[src/design/brbi_consts.vh]
// Constants for the twelve-bit bus receiver buffer interface
`ifndef BRBI_CONSTS_VH
`define BRBI_CONSTS_VH
`define BRBI_ADDR_W      6
`define BRBI_DATA_W      12
`define BRBI_DATA_RST    12'h000
`define BRBI_DEV_CODE    6'h00
`define BRBI_SYNC_RST    2'h0
`endif

[src/design/brbi_receiver.v]
// Bus receiver interface: device selector, flag and twelve-bit buffer register
// How it works
// - Six address bits must match device code
// - First pulse tests flag, pulls skip low
// - Address match enables the buffer bus gate
// - Second pulse clears flag and loads buffer
// - Flag set only on rising set input
// - Set, enabled flag pulls interrupt line low
// - Flag state shown on status output
// - Flag cleared by second pulse or initialize
// - Unaddressed module never loads the buffer
// - All twelve bits captured at once
// - Buffer contents driven continuously out
`timescale 1ns/100ps
`include "brbi_consts.vh"
module brbi_receiver #(
  parameter [`BRBI_ADDR_W-1:0] DEVICE_CODE = `BRBI_DEV_CODE
) (
  // Clock and reset
  input  wire                    mclk_in,
  input  wire                    rst_n_in,
  // Processor I/O bus inputs
  input  wire [`BRBI_ADDR_W-1:0] memory_buffer_bits_in,
  input  wire                    first_io_pulse_in,
  input  wire                    second_io_pulse_in,
  input  wire [`BRBI_DATA_W-1:0] accumulator_bus_lines_in,
  input  wire                    initialize_input_in,
  // Processor I/O bus open-collector outputs
  output reg                     skip_out,
  output reg                     skip_oe_out,
  output reg                     interrupt_out,
  output reg                     interrupt_oe_out,
  // External device side
  input  wire                    flag_set_input_in,
  input  wire                    interrupt_enable_in,
  output reg                     flag_status_output_out,
  output reg                     option_select_out,
  output reg  [`BRBI_DATA_W-1:0] buffer_out
);
  reg  [`BRBI_ADDR_W-1:0] addr_s1;
  reg  [`BRBI_ADDR_W-1:0] addr_s2;
  reg  [`BRBI_DATA_W-1:0] data_s1;
  reg  [`BRBI_DATA_W-1:0] data_s2;
  reg                     ien_s1;
  reg                     ien_s2;
  reg                     flag;
  wire                    first_rise;
  wire                    second_rise;
  wire                    init_level;
  wire                    init_rise;
  wire                    set_rise;
  wire                    selected;
  wire                    flag_test_strobe;
  wire                    buffer_load_strobe;
  wire [`BRBI_DATA_W-1:0] gated_data;
  reg                     next_flag;

  // Address lines pass two flip-flops before the compare
  always @(posedge mclk_in or negedge rst_n_in)
  begin
    if (!rst_n_in)
    begin
      // A code that cannot match, so nothing looks addressed after reset
      addr_s1 <= ~DEVICE_CODE;
      addr_s2 <= ~DEVICE_CODE;
    end
    else
    begin
      addr_s1 <= memory_buffer_bits_in;
      addr_s2 <= addr_s1;
    end
  end

  // Data lines use the same depth as the pulses, so a word held before the pulse is whole
  always @(posedge mclk_in or negedge rst_n_in)
  begin
    if (!rst_n_in)
    begin
      data_s1 <= `BRBI_DATA_RST;
      data_s2 <= `BRBI_DATA_RST;
    end
    else
    begin
      data_s1 <= accumulator_bus_lines_in;
      data_s2 <= data_s1;
    end
  end

  // Interrupt enable level
  always @(posedge mclk_in or negedge rst_n_in)
  begin
    if (!rst_n_in)
    begin
      ien_s1 <= 1'b0;
      ien_s2 <= 1'b0;
    end
    else
    begin
      ien_s1 <= interrupt_enable_in;
      ien_s2 <= ien_s1;
    end
  end

  brbi_sync_edge u_first (
    .mclk_in   (mclk_in),
    .rst_n_in  (rst_n_in),
    .async_in  (first_io_pulse_in),
    .level_out (),
    .rise_out  (first_rise)
  );

  brbi_sync_edge u_second (
    .mclk_in   (mclk_in),
    .rst_n_in  (rst_n_in),
    .async_in  (second_io_pulse_in),
    .level_out (),
    .rise_out  (second_rise)
  );

  brbi_sync_edge u_init (
    .mclk_in   (mclk_in),
    .rst_n_in  (rst_n_in),
    .async_in  (initialize_input_in),
    .level_out (init_level),
    .rise_out  (init_rise)
  );

  brbi_sync_edge u_set (
    .mclk_in   (mclk_in),
    .rst_n_in  (rst_n_in),
    .async_in  (flag_set_input_in),
    .level_out (),
    .rise_out  (set_rise)
  );

  // Address compare against the wired device code
  function code_match;
    input [`BRBI_ADDR_W-1:0] code;
    input [`BRBI_ADDR_W-1:0] own;
    begin
      code_match = (code == own);
    end
  endfunction

  // A pulse edge counts only while the module is addressed
  function qualify;
    input pulse;
    input sel;
    begin
      qualify = pulse & sel;
    end
  endfunction

  assign selected           = code_match(addr_s2, DEVICE_CODE);
  assign flag_test_strobe   = qualify(first_rise, selected);
  assign buffer_load_strobe = qualify(second_rise, selected);
  // Bus gate passes data only while addressed
  assign gated_data = selected ? data_s2 : `BRBI_DATA_RST;

  // Clears win over a simultaneous set edge, as a jam clear would
  always @*
  begin
    next_flag = flag;
    if (set_rise)
      next_flag = 1'b1;
    if (buffer_load_strobe | init_rise | init_level)
      next_flag = 1'b0;
  end

  // Flag and its status copy
  always @(posedge mclk_in or negedge rst_n_in)
  begin
    if (!rst_n_in)
    begin
      flag                   <= 1'b0;
      flag_status_output_out <= 1'b0;
    end
    else
    begin
      flag                   <= next_flag;
      flag_status_output_out <= next_flag;
    end
  end

  // Option select level, registered so the pin comes from a flip-flop
  always @(posedge mclk_in or negedge rst_n_in)
  begin
    if (!rst_n_in)
    begin
      option_select_out <= 1'b0;
    end
    else
    begin
      option_select_out <= selected;
    end
  end

  // Loads only from the gated bus, so an unaddressed pulse cannot reach it
  always @(posedge mclk_in or negedge rst_n_in)
  begin
    if (!rst_n_in)
    begin
      buffer_out <= `BRBI_DATA_RST;
    end
    else
    begin
      if (buffer_load_strobe)
        buffer_out <= gated_data;
    end
  end

  // Open-collector skip: data held low, enable pulses for one cycle
  always @(posedge mclk_in or negedge rst_n_in)
  begin
    if (!rst_n_in)
    begin
      skip_out    <= 1'b0;
      skip_oe_out <= 1'b0;
    end
    else
    begin
      skip_out    <= 1'b0;
      skip_oe_out <= flag_test_strobe & flag;
    end
  end

  // Open-collector interrupt request follows the flag with no extra cycle
  always @(posedge mclk_in or negedge rst_n_in)
  begin
    if (!rst_n_in)
    begin
      interrupt_out    <= 1'b0;
      interrupt_oe_out <= 1'b0;
    end
    else
    begin
      interrupt_out    <= 1'b0;
      interrupt_oe_out <= next_flag & ien_s2;
    end
  end
endmodule // brbi_receiver

[src/design/brbi_sync_edge.v]
// Two-stage synchroniser with rising-edge detector
`timescale 1ns/100ps
module brbi_sync_edge (
  // Clock and reset
  input  wire mclk_in,
  input  wire rst_n_in,
  // Asynchronous level in
  input  wire async_in,
  // Synchronised level and rising-edge pulse
  output reg  level_out,
  output wire rise_out
);
  reg meta;
  reg level_q;

  always @(posedge mclk_in or negedge rst_n_in)
  begin
    if (!rst_n_in)
    begin
      meta      <= 1'b0;
      level_out <= 1'b0;
      level_q   <= 1'b0;
    end
    else
    begin
      meta      <= async_in;
      level_out <= meta;
      level_q   <= level_out;
    end
  end

  assign rise_out = level_out & ~level_q;
endmodule // brbi_sync_edge

[config.mk]
export PLATFORM = sky130hd
export DESIGN_NAME = brbi_receiver
export DESIGN_NICKNAME = d
export VERILOG_FILES = /design/src/design/brbi_receiver.v /design/src/design/brbi_sync_edge.v
export VERILOG_INCLUDE_DIRS = /design/src /design/src/design
export SDC_FILE = /design/constraint.sdc
export NUM_CORES = 1
export LEC_CHECK = 0
export ABC_AREA = 1
export BUFFER_PORTS_ARGS = -buffer_cell sky130_fd_sc_hd__buf_2
export CORE_ASPECT_RATIO = 1.1
export CORE_MARGIN = 1.5
export CORE_UTILIZATION = 45
export DETAILED_ROUTE_END_ITERATION = 6
export MAX_ROUTING_LAYER = met4
export PLACE_DENSITY = 0.71
export RECOVER_POWER = 50
export SYNTH_ARGS = -nofsm -noshare
export SYNTH_HDL_FRONTEND = slang
export SYNTH_SLANG_ARGS = --single-unit
[constraint.sdc]
create_clock -name mclk_in -period 1.05 [get_ports mclk_in]
set_input_delay 0 -clock mclk_in [delete_from_list [all_inputs] [get_ports mclk_in]]
set_output_delay 0 -clock mclk_in [all_outputs]
set_load 0.1 [all_outputs]
==> results_dict.tcl <==
set metrics [dict create \
    outcome "finished, violations left" \
    violations "negative setup slack" \
    maxSlewHeadroom_pct 51.3 \
    critPathSlowestCell "dfrtp_1" \
    drive_above_1_share_pct 44.2 \
    hold_ws_ps 310 \
    numPortBuffers 40 \
    grt_pass1_vias 1251 \
    hold_viol 0 \
    pwr-share-comb_pct 13.2 \
    finalCritPeriodShare_pct 102 \
    cts_buffer_depth 2 \
    yosys_register_bits 65 \
    core-area_sq_um 4020 \
    ys.flop_type "dfrtp_1" \
    place_inst 217 \
    synth_async_sr_flop_share_pct 100 \
    avgViaCountPerCell 4.37 \
    drc 0 \
    critPathMaxFanout 13 \
    numCtsBuffers 9 \
    grt_max_degree 66 \
    yosysUniqueCellTypes 15 \
    yosysTopAreaCellShare_pct 69.4 \
    synth_area_leader_cell "dfrtp_1" \
    cts_root_buf "clkbuf_8" \
    grt_pass1_wl_um 5510 \
    path_cells "nor2_4 -> nand4_1 -> buf_6 -> nand2_1 -> nand2_1" \
    p_sw_share_pct 24.5 \
    layout.area.seq_sq_um 1660 \
    die_h_um 71.4 \
    finalClockSkew_ps 12.4 \
    stdcell_area_sq_um 2900 \
    drv_slew 0 \
    routed_wirelength_um 3180 \
    synth-edff-count 0 \
    synth_commonest_cells "dfrtp_1 (53), nand2_1 (37), dfstp_2 (12), inv_1 (6), nor2_1 (4)" \
    fin_util_pct 72.2 \
    peakVddDrop_v 0.00141 \
    drt_iter0_markers 31 \
    area_growth_pct 51.9 \
    vias 1128 \
    yosys-top-cells-area "dfrtp_1 (69%), dfstp_2 (16%), nand2_1 (7.3%), inv_1 (1.2%), nor2_2 (0.98%)" \
    max_freq_ghz 0.934 \
    wl_per_cell_um 12.3 \
    synth.most_common_cell "dfrtp_1" \
    grt_antenna_before_repair 0 \
    yosysWarnings 0 \
    cts_tree "built" \
    hold_path.class "in -> reg" \
    dieWidth_um 65.1 \
    place_congestion 0.666 \
    placed_area_sq_um 2430 \
    tightest_slew_ps 731 \
    critPathCaptureType "register" \
    start_util_pct 47.5 \
    hpwl_um 1830 \
    insertedDiodeCount 0 \
    slowest_delay_ps 410 \
    fp.dieArea_sq_um 4650 \
    drtAntennaViolNets 0 \
    critPathMostFrequentCell "nand2_1" \
    critPathLaunchType "register" \
    min_period_ps 1070 \
    post_cts_buffers 0 \
    nNetsFinal 226 \
    syn-mean-instance-area_sq_um 15.3 \
    cp.required_ps 1260 \
    cap_violations 0 \
    fin_ws_ps -21.1 \
    clock_sinks 65 \
    final_cells 258 \
    seqPwrFrac_pct 49.1 \
    fin_tns_setup_ps -46.5 \
    placementRows 24 \
    p_sw_mw 1.37 \
    clk_pin_slew_ps 60 \
    synth_area_sq_um 1910 \
    dp_slack_ps -30.7 \
    clock_latency_ps 330 \
    grt_usage_pct 16.7 \
    postSynthCellCount 125 \
    fillers 251 \
    p_per_area_nw_per_um2 1930 \
    worstSetupPathType "reg -> reg" \
    dr.pass1.iters 4 \
    leakage_nw 1.37 \
    grt-ovfl-total 0 \
    pwr-share-clk_pct 37.7 \
    ys_seq_area_share_pct 85.9 \
    p_int_mw 4.23 \
    rsz0062_at_grt "true" \
    htree_num_levels 3 \
    finalSetupViolations 3 \
    multi_input_area_sq_um 256 \
    power_mw 5.60 \
    ios 43 \
    worstPathArrival_ps 1280 \
]
## registers in the layout (all words and copies together), names as in the netlist, 6 cells and up
signal      cells
addr_s1         6
addr_s2         6
buffer_out     12
data_s1        12
data_s2        12
## cell families (layout without fill, tap and decap cells)
logic type,after synthesis,count (layout),synth area share [%]
AOI/OAI and AO/OA,1,1,0.262
buffers and inverters,10,89,2.81
DFF,65,65,85.9
other,1,2,0.196
and+or+nand+nor,48,49,10.9
## critical path: cells and delay by family, from the launching register on
family / cells / cell delay, ps
flops: 1 / 410
buf+inv: 1 / 160
simple gates: 4 / 390
## power by group through the flow
stage | Clock [mW] | Combinational [mW] | Sequential (mW)
after floorplan | 0 | 0.0847 | 3.06
after global placement | 0 | 0.656 | 2.78
after detailed placement | 0 | 0.668 | 2.79
after CTS | 2.14 | 0.745 | 2.75
after global routing | 2.29 | 0.778 | 2.76
final | 2.11 | 0.741 | 2.75
## cell usage in the layout, fill, tap and decap left out, drive strengths merged
cell / n
bufinv: 1
nand4: 1
buf: 43
nand3: 1
nand2: 37
dlygate4sd3: 24
nor2: 9
a21oi: 1
clkinv: 1
inv: 6
dfrtp: 53
conb: 2
clkbuf: 14
nand3b: 1
dfstp: 12
## final cells by class
class,count,share of cell area (%)
clock inverter,2,1.21
clock buffer,14,5.95
inverter,6,0.776
tap,52,2.24
sequential,65,57.1
multi-input combinational,52,8.83
timing repair buffer,67,23.9
## worst paths after layout
check                                    startpoint            end  slack, ps  cells past startpoint
setup / recovery                   u_second.level_q  buffer_out[0]        -20                      5
hold / removal             memory_buffer_bits_in[1]     addr_s1[1]        310                      2
setup reg to reg                   u_second.level_q  buffer_out[0]        -20                      5
hold reg to reg                              ien_s1         ien_s2        340                      0
max in group asynchronous                  rst_n_in  buffer_out[2]        160                      3
min in group asynchronous                  rst_n_in  u_second.meta        370                      3
## metal layers
layer / part of all wire, % / global-route usage [%]
met5: 0 / -
met4: 2.8 / 10.6
met1: 37 / 18.1
met2: 56 / 27.1
met3: 4.7 / 4.55
## what timing repair did
item                       CTS  global route
resized for setup            6             4
hold buffers                24             0
setup endpoints to repair   13            14
gates cloned                 1             0
hold endpoints to repair    88             0
pin swaps                    1             1
Note: power is estimated with default switching activity, not from simulation.
